$ cat src/core/asu_pkg.sv
// asu_pkg: shared constants for the async serial unit
package asu_pkg;
  // ----------------------------------------------------------------
  // register map
  // ----------------------------------------------------------------
  localparam int ADDR_W = 16;
  localparam logic [15:0] RX_CONTROL_OFS = 16'hfed0;
  localparam logic [15:0] TX_CONTROL_OFS = 16'hfed1;
  localparam logic [15:0] BAUD_RELOAD_OFS = 16'hfed2;
  localparam logic [15:0] TX_HOLDING_OFS = 16'hfed3;
  localparam logic [15:0] RX_HOLDING_OFS = 16'hfed4;
  localparam logic [7:0] RX_CONTROL_RST = 8'h00;
  localparam logic [7:0] TX_CONTROL_RST = 8'h00;
  localparam logic [7:0] BAUD_RELOAD_RST = 8'h00;
  localparam logic [7:0] TX_HOLDING_RST = 8'h00;
  localparam logic [7:0] RX_HOLDING_RST = 8'h00;
  // ----------------------------------------------------------------
  // rx_control fields
  // ----------------------------------------------------------------
  localparam int RXC_PRESCALE = 7;
  localparam int RXC_START_DET = 6;
  localparam int RXC_ACTIVE = 5;
  localparam int RXC_STOP_ERR = 4;
  localparam int RXC_SPARE = 3;
  localparam int RXC_NINTH = 2;
  localparam int RXC_DONE = 1;
  localparam int RXC_IRQ_EN = 0;
  // ----------------------------------------------------------------
  // tx_control fields
  // ----------------------------------------------------------------
  localparam int TXC_RUN = 7;
  localparam int TXC_LEN_NINE = 6;
  localparam int TXC_PIN_EN = 5;
  localparam int TXC_OUT_TYPE = 4;
  localparam int TXC_LEN_SEVEN = 3;
  localparam int TXC_NINTH = 2;
  localparam int TXC_LOADED = 1;
  localparam int TXC_IRQ_EN = 0;
  // ----------------------------------------------------------------
  // baud timing, in thirds of a clock cycle per half bit
  // ----------------------------------------------------------------
  localparam int BAUD_ACC_W = 13;
  localparam logic [BAUD_ACC_W-1:0] BAUD_STEP = 13'h0003;
  localparam logic [4:0] HALF_MUL_FAST = 5'h04;
  localparam logic [4:0] HALF_MUL_SLOW = 5'h10;
  // ----------------------------------------------------------------
  // frame shape
  // ----------------------------------------------------------------
  localparam int SHIFT_W = 11;
  localparam logic [3:0] LEN_SEVEN = 4'h7;
  localparam logic [3:0] LEN_EIGHT = 4'h8;
  localparam logic [3:0] LEN_NINE = 4'h9;
  typedef enum logic [1:0] {TX_IDLE = 2'b01, TX_SHIFT = 2'b10} asu_tx_e;
  typedef enum logic [1:0] {RX_IDLE = 2'b01, RX_RUN = 2'b10} asu_rx_e;
endpackage : asu_pkg

$ cat src/core/asu_baud_gen.sv
// asu_baud_gen: reload baud generator giving half-bit enable pulses
`timescale 1ns/1ps
module asu_baud_gen (
  input wire logic clk_sys,
  input wire logic srst,
  input wire logic clear,
  input wire logic [7:0] reload,
  input wire logic prescaleSel,
  output logic halfTick
);
  import asu_pkg::*;

  typedef struct packed {
    logic [BAUD_ACC_W-1:0] acc;
    logic tick;
  } asu_baud_s;

  asu_baud_s st_r;
  asu_baud_s st_nxt;
  logic [BAUD_ACC_W-1:0] threshold;
  logic [BAUD_ACC_W-1:0] sum;

  // ----------------------------------------------------------------
  // fractional divider
  // ----------------------------------------------------------------
  // counting in thirds keeps the 8/3 and 32/3 ratios exact over a frame
  always_comb begin
    st_nxt = st_r;
    threshold = BAUD_ACC_W'(({5'h00, reload} + 13'h0001) * (prescaleSel ? HALF_MUL_SLOW : HALF_MUL_FAST));
    sum = st_r.acc + BAUD_STEP;
    st_nxt.tick = 1'b0;
    if (clear) begin
      st_nxt.acc = '0;
    end else if (sum >= threshold) begin
      st_nxt.acc = sum - threshold;
      st_nxt.tick = 1'b1;
    end else begin
      st_nxt.acc = sum;
    end
  end

  always_ff @(posedge clk_sys) begin
    if (srst) begin
      st_r <= '0;
    end else begin
      st_r <= st_nxt;
    end
  end

  assign halfTick = st_r.tick;
endmodule : asu_baud_gen

$ cat src/core/asu_uart.sv
// asu_uart: async serial unit with register port, transmitter and receiver
// Operation
// - stop bit low sets stop error flag
// - nine-bit mode loads ninth rx bit
// - abort loads second-to-last sampled bit instead
// - frame end sets done, copies rx data
// - no new receive before done flag set
// - rx irq when enable and done
// - run starts tx, auto clears, clear aborts
// - continuous tx re-arms with one-cycle gap
// - control write at frame end blocks re-arm
// - two length bits select 9/8/7 bits
// - tx and rx share length and baud
// - pin enable routes tx data unless direction
// - idle pin high or released per type
// - output type: push-pull or open drain
// - ninth tx bit from control register
// - loaded flag set cycle after run
// - cleared loaded flag re-arms next frame
// - tx irq when enable and loaded
// - baud counter reset when both idle
// - bit period (n+1) times 8/3 or 32/3
// - seven-bit receive clears holding bit 7
// - start edge begins rx, clear aborts
// - lsb first, no parity bit
// - continuous tx sends two stop bits
`timescale 1ns/1ps
module asu_uart (
  input wire logic clk_sys,
  input wire logic srst,
  input wire logic [asu_pkg::ADDR_W-1:0] regAddr,
  input wire logic [7:0] regWrData,
  input wire logic regWr,
  input wire logic regRd,
  output logic [7:0] regRdData,
  input wire logic rxPin,
  input wire logic txPortDirection,
  output logic txPinOut,
  output logic txPinOe,
  output logic rxIrq,
  output logic txIrq
);
  import asu_pkg::*;

  // ----------------------------------------------------------------
  // state
  // ----------------------------------------------------------------
  typedef struct packed {
    logic [7:0] rxCtl;
    logic [7:0] txCtl;
    logic [7:0] baudReload;
    logic [7:0] txHold;
    logic [7:0] rxHold;
    logic [7:0] rdData;
    asu_tx_e txState;
    logic [SHIFT_W-1:0] txShift;
    logic [3:0] txCnt;
    logic txHalf;
    logic txExtra;
    asu_rx_e rxState;
    logic [SHIFT_W-1:0] rxShift;
    logic [3:0] rxCnt;
    logic rxSkip;
    logic rxLast;
    logic rxPrev;
    logic rxPinPrev;
    logic startDetPrev;
  } asu_state_s;

  asu_state_s st_r;
  asu_state_s st_nxt;
  logic halfTick;
  logic baudClear;
  logic wrRxCtl;
  logic wrTxCtl;
  logic [3:0] dataLen;
  logic [3:0] rxSamples;
  logic [SHIFT_W-1:0] frameBits;
  logic [SHIFT_W-1:0] rxShifted;
  logic rxEnd;
  logic rxAbort;
  logic startSeen;
  logic txLine;
  logic pinRouted;

  // ----------------------------------------------------------------
  // baud generator
  // ----------------------------------------------------------------
  // one generator serves both directions; a side starting mid-transfer of the other runs up to half a bit early
  assign baudClear = ~st_r.rxCtl[RXC_ACTIVE] & ~st_r.txCtl[TXC_RUN];

  asu_baud_gen u_baud (
    .clk_sys(clk_sys),
    .srst(srst),
    .clear(baudClear),
    .reload(st_r.baudReload),
    .prescaleSel(st_r.rxCtl[RXC_PRESCALE]),
    .halfTick(halfTick)
  );

  // ----------------------------------------------------------------
  // shared decode
  // ----------------------------------------------------------------
  always_comb begin
    // forbidden both-set code falls back to eight bits
    if (st_r.txCtl[TXC_LEN_NINE] & ~st_r.txCtl[TXC_LEN_SEVEN]) begin
      dataLen = LEN_NINE;
    end else if (~st_r.txCtl[TXC_LEN_NINE] & st_r.txCtl[TXC_LEN_SEVEN]) begin
      dataLen = LEN_SEVEN;
    end else begin
      dataLen = LEN_EIGHT;
    end
  end

  assign wrRxCtl = regWr && (regAddr == RX_CONTROL_OFS);
  assign wrTxCtl = regWr && (regAddr == TX_CONTROL_OFS);
  assign rxSamples = dataLen + 4'h2;

  // tx frame: start bit, data lsb first, ninth bit, stop ones; no parity
  always_comb begin
    frameBits = '1;
    frameBits[0] = 1'b0;
    if (dataLen == LEN_SEVEN) begin
      frameBits[7:1] = st_r.txHold[6:0];
    end else begin
      frameBits[8:1] = st_r.txHold;
    end
    if (dataLen == LEN_NINE) begin
      frameBits[9] = st_r.txCtl[TXC_NINTH];
    end
  end

  // receive data sits at the top of the shifter; the stop sample is not in it yet at frame end
  assign rxShifted = st_r.rxShift >> (4'hb - dataLen);

  // ----------------------------------------------------------------
  // next state
  // ----------------------------------------------------------------
  always_comb begin
    st_nxt = st_r;
    rxEnd = 1'b0;
    rxAbort = 1'b0;
    startSeen = 1'b0;

    // --------------------------------------------------------------
    // register writes
    // --------------------------------------------------------------
    // register writes first; hardware events below override them
    if (regWr) begin
      case (regAddr)
        RX_CONTROL_OFS: begin
          // software may only clear the active flag, which aborts
          st_nxt.rxCtl = {regWrData[7:6], st_r.rxCtl[RXC_ACTIVE] & regWrData[5], regWrData[4:0]};
        end
        TX_CONTROL_OFS: begin
          st_nxt.txCtl = regWrData;
        end
        BAUD_RELOAD_OFS: begin
          st_nxt.baudReload = regWrData;
        end
        TX_HOLDING_OFS: begin
          st_nxt.txHold = regWrData;
        end
        RX_HOLDING_OFS: begin
          st_nxt.rxHold = regWrData;
        end
        default: begin
        end
      endcase
    end

    // --------------------------------------------------------------
    // read port
    // --------------------------------------------------------------
    // read data valid in the next cycle only
    st_nxt.rdData = 8'h00;
    if (regRd) begin
      case (regAddr)
        RX_CONTROL_OFS: begin
          st_nxt.rdData = st_r.rxCtl;
        end
        TX_CONTROL_OFS: begin
          st_nxt.rdData = st_r.txCtl;
        end
        BAUD_RELOAD_OFS: begin
          st_nxt.rdData = st_r.baudReload;
        end
        TX_HOLDING_OFS: begin
          st_nxt.rdData = st_r.txHold;
        end
        RX_HOLDING_OFS: begin
          st_nxt.rdData = st_r.rxHold;
        end
        default: begin
          st_nxt.rdData = 8'h00;
        end
      endcase
    end

    // --------------------------------------------------------------
    // transmitter
    // --------------------------------------------------------------
    case (st_r.txState)
      TX_IDLE: begin
        if (st_r.txCtl[TXC_RUN] && st_nxt.txCtl[TXC_RUN]) begin
          // length and ninth bit are frozen here; later control writes leave the frame alone
          st_nxt.txShift = frameBits;
          st_nxt.txCnt = dataLen + 4'h2;
          st_nxt.txHalf = 1'b0;
          st_nxt.txExtra = 1'b0;
          st_nxt.txCtl[TXC_LOADED] = 1'b1;
          st_nxt.txState = TX_SHIFT;
        end
      end
      TX_SHIFT: begin
        if (!st_nxt.txCtl[TXC_RUN]) begin
          st_nxt.txState = TX_IDLE;
        end else if (halfTick) begin
          st_nxt.txHalf = ~st_r.txHalf;
          if (st_r.txHalf) begin
            st_nxt.txShift = {1'b1, st_r.txShift[SHIFT_W-1:1]};
            st_nxt.txCnt = st_r.txCnt - 4'h1;
            if (st_r.txCnt == 4'h1) begin
              if (!st_r.txCtl[TXC_LOADED] && !st_r.txExtra) begin
                // next frame queued: hold the line for a second stop bit
                st_nxt.txCnt = 4'h1;
                st_nxt.txExtra = 1'b1;
              end else begin
                st_nxt.txState = TX_IDLE;
                // re-arm costs one idle cycle before the reload
                st_nxt.txCtl[TXC_RUN] = !st_r.txCtl[TXC_LOADED] && !wrTxCtl;
              end
            end
          end
        end
      end
      default: begin
        st_nxt.txState = TX_IDLE;
      end
    endcase

    // --------------------------------------------------------------
    // receiver
    // --------------------------------------------------------------
    // edge history resets to the idle high level, so no false start follows reset
    st_nxt.rxPinPrev = rxPin;
    st_nxt.startDetPrev = st_r.rxCtl[RXC_START_DET];
    case (st_r.rxState)
      RX_IDLE: begin
        // falling edge, or enabling detection while the line is low
        if (st_r.rxCtl[RXC_START_DET] && !rxPin && (st_r.rxPinPrev || !st_r.startDetPrev)) begin
          startSeen = 1'b1;
        end
        if (startSeen && !st_r.rxCtl[RXC_ACTIVE]) begin
          st_nxt.rxCtl[RXC_ACTIVE] = 1'b1;
          st_nxt.rxState = RX_RUN;
          st_nxt.rxCnt = rxSamples;
          st_nxt.rxSkip = 1'b0;
          st_nxt.rxShift = '0;
        end
      end
      RX_RUN: begin
        if (!st_nxt.rxCtl[RXC_ACTIVE]) begin
          rxAbort = 1'b1;
        end else if (halfTick) begin
          st_nxt.rxSkip = ~st_r.rxSkip;
          if (!st_r.rxSkip) begin
            st_nxt.rxShift = {rxPin, st_r.rxShift[SHIFT_W-1:1]};
            st_nxt.rxLast = rxPin;
            st_nxt.rxPrev = st_r.rxLast;
            st_nxt.rxCnt = st_r.rxCnt - 4'h1;
            if (st_r.rxCnt == 4'h1) begin
              rxEnd = 1'b1;
            end
          end
        end
      end
      default: begin
        st_nxt.rxState = RX_IDLE;
      end
    endcase

    // --------------------------------------------------------------
    // receive completion
    // --------------------------------------------------------------
    if (rxEnd || rxAbort) begin
      st_nxt.rxState = RX_IDLE;
      st_nxt.rxCtl[RXC_ACTIVE] = 1'b0;
      // flag sets win over a clear written in the same cycle
      st_nxt.rxCtl[RXC_DONE] = 1'b1;
      // an abort hands over the partial shift, aligned as for a full frame
      st_nxt.rxHold = rxShifted[7:0];
      if (dataLen == LEN_SEVEN) begin
        st_nxt.rxHold[7] = 1'b0;
      end
      if (rxEnd ? !rxPin : !st_r.rxLast) begin
        st_nxt.rxCtl[RXC_STOP_ERR] = 1'b1;
      end
      if (rxAbort) begin
        st_nxt.rxCtl[RXC_NINTH] = st_r.rxPrev;
      end else if (dataLen == LEN_NINE) begin
        st_nxt.rxCtl[RXC_NINTH] = st_nxt.rxShift[9];
      end
    end
  end

  always_ff @(posedge clk_sys) begin
    if (srst) begin
      st_r <= '{rxCtl: RX_CONTROL_RST, txCtl: TX_CONTROL_RST, baudReload: BAUD_RELOAD_RST,
                txHold: TX_HOLDING_RST, rxHold: RX_HOLDING_RST, rdData: 8'h00,
                txState: TX_IDLE, txShift: '1, txCnt: 4'h0, txHalf: 1'b0, txExtra: 1'b0,
                rxState: RX_IDLE, rxShift: '0, rxCnt: 4'h0, rxSkip: 1'b0, rxLast: 1'b1,
                rxPrev: 1'b1, rxPinPrev: 1'b1, startDetPrev: 1'b0};
    end else begin
      st_r <= st_nxt;
    end
  end

  // ----------------------------------------------------------------
  // pins and requests
  // ----------------------------------------------------------------
  assign txLine = (st_r.txState == TX_SHIFT) ? st_r.txShift[0] : 1'b1;
  assign pinRouted = st_r.txCtl[TXC_PIN_EN] && !txPortDirection;

  always_comb begin
    if (!pinRouted) begin
      txPinOut = 1'b0;
      txPinOe = 1'b0;
    end else if (st_r.txCtl[TXC_OUT_TYPE]) begin
      txPinOut = txLine;
      txPinOe = 1'b1;
    end else begin
      // open drain only pulls low; a high bit releases the line
      txPinOut = 1'b0;
      txPinOe = !txLine;
    end
  end

  assign rxIrq = st_r.rxCtl[RXC_IRQ_EN] & st_r.rxCtl[RXC_DONE];
  assign txIrq = st_r.txCtl[TXC_IRQ_EN] & st_r.txCtl[TXC_LOADED];
  assign regRdData = st_r.rdData;
endmodule : asu_uart

$ cat config.mk
export PLATFORM = sky130hd
export DESIGN_NAME = asu_uart
export DESIGN_NICKNAME = d
export VERILOG_FILES = /design/src/core/asu_pkg.sv /design/src/core/asu_baud_gen.sv /design/src/core/asu_uart.sv
export SDC_FILE = /design/constraint.sdc
export NUM_CORES = 1
export LEC_CHECK = 0
export ABC_CLOCK_PERIOD_IN_PS = 5800
export BUFFER_PORTS_ARGS = -buffer_cell sky130_fd_sc_hd__buf_2
export CORE_MARGIN = 5
export CORE_UTILIZATION = 23
export CTS_CLUSTER_SIZE = 16
export DETAILED_ROUTE_END_ITERATION = 10
export HOLD_SLACK_MARGIN = 0.03
export PLACE_DENSITY = 0.34
export SYNTH_ARGS = -nofsm -noshare
export SYNTH_HDL_FRONTEND = slang
export SYNTH_SLANG_ARGS = --single-unit
export TNS_END_PERCENT = 1
$ cat constraint.sdc
create_clock -name clk_sys -period 5.8 [get_ports clk_sys]
set_input_delay 1.16 -clock clk_sys [delete_from_list [all_inputs] [get_ports clk_sys]]
set_output_delay 1.16 -clock clk_sys [all_outputs]
set_load 0.03 [all_outputs]
-- Yosys cells after proc, flatten, opt, wreduce, memory -nomap -nowiden
Index checks and enable logic that the tools add are counted.
W data, S select, Z words.
- register bits: 103
- latch bits: 0
- bits in writable memories: 0
- ROM bits: 0
- memories kept: 0
- $add $sub $neg: 7
- $mul: 1
- divide/modulo/power cells: 0
- $lt $le $gt $ge: 1
- eq/ne operators: 27
- shift-type cells: 1
- muxes and demuxes: 67
- bitwise operators: 14
- reduce and logical (&&, ||, !) cells: 41
- operators with widths (cell ; count):
    $eq A16 B16 Y1 const B ; 5
    $mux W18 ; 3
    $mux W8 ; 5
    $pmux W8 S5 ; 1
    $mux W19 ; 2
    $mux W38 ; 1
    $mux W1 ; 36
    $mux W17 ; 2
    $pmux W17 S2 ; 1
    $pmux W16 S2 ; 1
    $mux W4 ; 4
    $mux W15 ; 1
    $reduce_and A5 Y1 ; 3
    $reduce_and A2 Y1 ; 7
    $add A13 B2 Y13 const B ; 1
    $ge A13 B13 Y1 ; 1
    $mul A13 B13 Y13 ; 1
    $mux W13 ; 1
    $sub A13 B13 Y13 ; 1
    $ne A2 B2 Y1 const B ; 6
    $reduce_and A4 Y1 ; 3
    $shr A11 B4 Y8 ; 1
    $mux W2 ; 5
    $reduce_bool A2 Y1 ; 5
    22 further kinds ; 62

-- Longest topological paths before layout
- depth after elaboration: 11
- gate-level depth with buffers: 22
- gate-level depth less buffers: 21

-- Cells and area by module
A second synthesis with hierarchy kept.
- cell total of the unflattened synthesis: 707
- area, all modules: 6098.3 um2
- by module, submodules not included (module ; instances ; cells each ; area each (um2) ; seq. area each (um2)):
    asu_uart ; 1 ; 502 ; 4403.0 ; 1721.7
    asu_baud_gen ; 1 ; 205 ; 1695.4 ; 280.3

-- Worst setup path before layout
No wires, ideal clock.
- path kind: flip-flop to flip-flop
- start: register st_r[65] (netlist name)
- end: register u_baud.st_r[10] (netlist name)
- setup time: 0.128 ns
- arrival: 3.961 ns
- data required time: 5.672 ns
- path slack: 1.712 ns
- cell stages (with the launch flop): 20
- clock period less this slack: 4.088 ns
- path through: dfxtp_1 ha_1 nand3_1 nor2_1 xor2_1 and2_1 ha_1 ha_1 ha_1 ha_1 inv_1 xnor2_1 ha_1 a21o_1 a21o_1 a211oi_1 o21ai_1 buf_2 mux2i_1 nor2_1
- cells in the longest elaborated chain, start to end: 4
- elaborated cells between the ends (all ways): 5
- classes of those cells: add/sub: 2; mul: 1; order compare: 1; mux: 1
- ends and longest elaborated chain (item ; RTL line ; source):
    start, declared ; asu_uart.sv:70 ; asu_state_s st_r;
    start signal, assigned ; asu_uart.sv:309 ; st_r <= '{rxCtl: RX_CONTROL_RST, txCtl: TX_CONTROL_RST, baudReload: BAUD_RELOAD_RST,
    start signal, assigned ; asu_uart.sv:315 ; st_r <= st_nxt;
    $add A8 B1 Y9 (*) ; asu_baud_gen.sv:29 ; threshold = BAUD_ACC_W'(({5'h00, reload} + 13'h0001) * (prescaleSel ? HALF_MUL_SLOW : HALF_MUL_FAST));
    $mul A13 B13 Y13 (*) ; asu_baud_gen.sv:29 ;
    $sub A13 B13 Y13 / $ge A13 B13 Y1 (equally long branches) ; asu_baud_gen.sv:35, asu_baud_gen.sv:34 ;
    $mux W13 (*) ; asu_baud_gen.sv:34 ; end else if (sum >= threshold) begin
    end signal, assigned ; asu_baud_gen.sv:46 ; st_r <= st_nxt;
    end, declared ; asu_baud_gen.sv:18 ; asu_baud_s st_r;
Every way passes the cells marked *; elsewhere a longest branch is shown, timed or not.
A chain may end at the register's enable or synchronous reset.

-- Worst setup path in the final report
- start: register st_r[65] (netlist name)
- end: register u_baud.st_r[8] (netlist name)
The elaborated chain is that of the path after synthesis.

==> impl_metrics.ini <==
[run_status]
status = finished clean

[die]
die-area_sq_mm = 0.0294
die_y_um = 171
core_sq_mm = 0.0258
row_count = 59
start_util_pct = 23.2
ios = 42
die_x_um = 171

[global_route]
grt_overflow = 0
grt_pass1_vias = 5111
grt_antenna_before_repair = 0
grt_first_pass_wirelength_um = 28600
track_usage_pct = 12.5
grt_max_degree = 57

[synth]
postSynthCellCount = 694
yosysSeqAreaShare_pct = 33.4
yosysMostFrequentCell = dfxtp_1
synth.avg_cell_area_sq_um = 8.63
synth-edff-count = 0
synth.area.top_cells = dfxtp_1 33%, ha_1 8.1%, mux2i_1 7.9%
synth_area_sq_mm = 0.00599
synth_common_cells = 100 x dfxtp_1, 78 x nor2_1, 49 x nand2_1, 47 x mux2i_1, 45 x a21oi_1
synth-main-ff-cell = dfxtp_1
yosysWarnings = 0
yosys.area.top_type_share_pct = 33.4
synth_cell_types = 69
synth_seq_cells = 100
synth_largest_area_cell = dfxtp_1
synthArstFlopShare_pct = 0

[sta]
timing.hold.ws_ns = 0.472
worstMarginPinSlew_ns = 1.03
finClkSkew_ns = 0.00856
maxSlewHeadroom_pct = 31.1
maxSlewViolCount = 0
clock.fmax_mhz = 230
period_share_pct = 75.1
fin_tns_setup_ns = 0
setup_violations = 0
finalHoldViolCount = 0
rsz0062_at_grt = false
period_needed_ns = 4.35
timing.final.ws_setup_ns = 1.45

[critical_path]
crit_chain = ha_1 -> nand3_1 -> nor2_1 -> xor2_1 -> and2_1 -> ha_1 -> ha_1 -> ha_1 -> ha_1 -> inv_1 -> xnor2_1 -> ha_1 -> a21o_1 -> a21o_1 -> a211oi_1 -> o21ai_1 -> buf_4 -> nand2b_1 -> a21oi_1
critPathMostFrequentCell = ha_1
critPathMaxStageDelay_ns = 0.42
worstPathArrival_ns = 4.64
critPathCaptureType = flip-flop
critical_path.max_fanout = 14
worstSetupStartpointType = flip-flop
r2r_slack_ns = 1.45
cpMaxStageDelayCell = dfxtp_1
worst_ep_required_time_ns = 6.09
crit_type = reg -> reg

[routing]
vias = 5062
drtIter0Drc = 225
drt-pass1-iter-count = 6
drt.antenna.violating_nets = 0
avgViaCountPerCell = 4.81
drt-total-wl_um = 18000
wire_per_inst_um = 17.1
drc = 0

[clock_tree]
insertion_delay_ns = 0.35
holdBufCountCts = 0
root_buffer = clkbuf_16
clockBufferDepth = 2
cts_max_level = 3
tritoncts = done
post_cts_buffers = 0
numCtsBuffers = 9
numClockSinks = 100
cts_resized = 0
clkTransAtPathRegs_ns = 0.07

[power_and_ir_drop]
power.density_mw_per_mm2 = 202
p_total_mw = 1.37
leakagePower_nw = 2.75
peakVddDrop_uv = 148

[job]
cap_violations = 0

[final_layout]
postLayoutCoreUtil_pct = 26.2
drive_gt1_share_pct = 12.3
final_area_sq_mm = 0.00677
synthToLayoutAreaGrowth_pct = 13.0
final_nets = 783
n_antenna_cell = 0
stdcell_count = 1053

[placed_design]
port_buffers = 41
dp_cells = 1037
gp_congestion = 0.786
place_area_sq_mm = 0.00647
dpl.hpwl_um = 13600
pre_cts_ws_ns = 1.43

[worst_hold_path]
min_path_type = reg -> reg
-- critical path, delay by kind of cell (launching register included) --
family | cells | cell delay (ns)
XOR/XNOR | 2 | 0.24
AO/OA/AOI/OAI | 5 | 0.81
AND/OR/NAND/NOR | 4 | 0.78
buffers and inverters | 2 | 0.30
adder cells (fa/ha/maj) | 6 | 1.73
flip-flops | 1 | 0.42
-- cell usage in the layout (no fill, tap or decap), types with 15 or more instances in the layout --
cell and n:
dfxtp_1 100, nor2_1 78, nand2_1 49, mux2i_1 47
a21oi_1 45, buf_2 41, ha_1 39, inv_1 27
o21ai_0 18, nand3_1 17, nor3_1 17, a22oi_1 17
xnor2_1 16, a211oi_1 15
-- flip-flops by register name, indices dropped and copies added (netlist names) --
register         cells
st_r                70
u_baud.st_r         13
u_baud.halfTick      1
frameBits            7
st_nxt               1
regRdData            8
-- layout make-up --
class	count	area, sq um
clock buffer	10	239
clock inverter	6	63.8
fill	2845	19100
inverter	27	101
multi-input combinational	530	3710
sequential	100	2000
tap	335	419
timing repair buffer	45	235
-- power breakdown --
part	internal [mW]	total (mW)	switching, mW
clock network	0.346	0.624	0.278
logic	0.0204	0.0606	0.0402
registers	0.686	0.686	0.0000611
-- routing by layer --
layer	global-route usage, %	vias to the layer above	routed length [um]
li1	-	2525	-
met1	15.2	2433	7980
met2	22.3	86	9040
met3	2.60	18	565
met4	3.65	0	371
met5	0	-	0
-- cells by family (layout without fill, tap and decap cells) --
group                    Yosys count  count (layout)  share of synthesized area, %
buffers and inverters             68              88                          4.93
AO/OA/AOI/OAI                    155             155                          17.7
other                              1               5                        0.0626
flip-flops                       100             100                          33.4
AND/OR/NAND/NOR                  241             241                          20.5
XOR/XNOR                          28              28                          4.09
adder cells (fa/ha/maj)           40              40                          8.48
multiplexers                      61              61                          10.9
-- path summary, 6_finish.rpt --
path | start | end | depth (start not counted)
worst max register to register | st_r[65] | u_baud.st_r[8] | 19
worst max-delay path | st_r[65] | u_baud.st_r[8] | 19
worst min-delay path | st_r[28] | st_r[28] | 2
worst min register to register | st_r[28] | st_r[28] | 2
No activity file was read; power rests on OpenSTA's default activity.
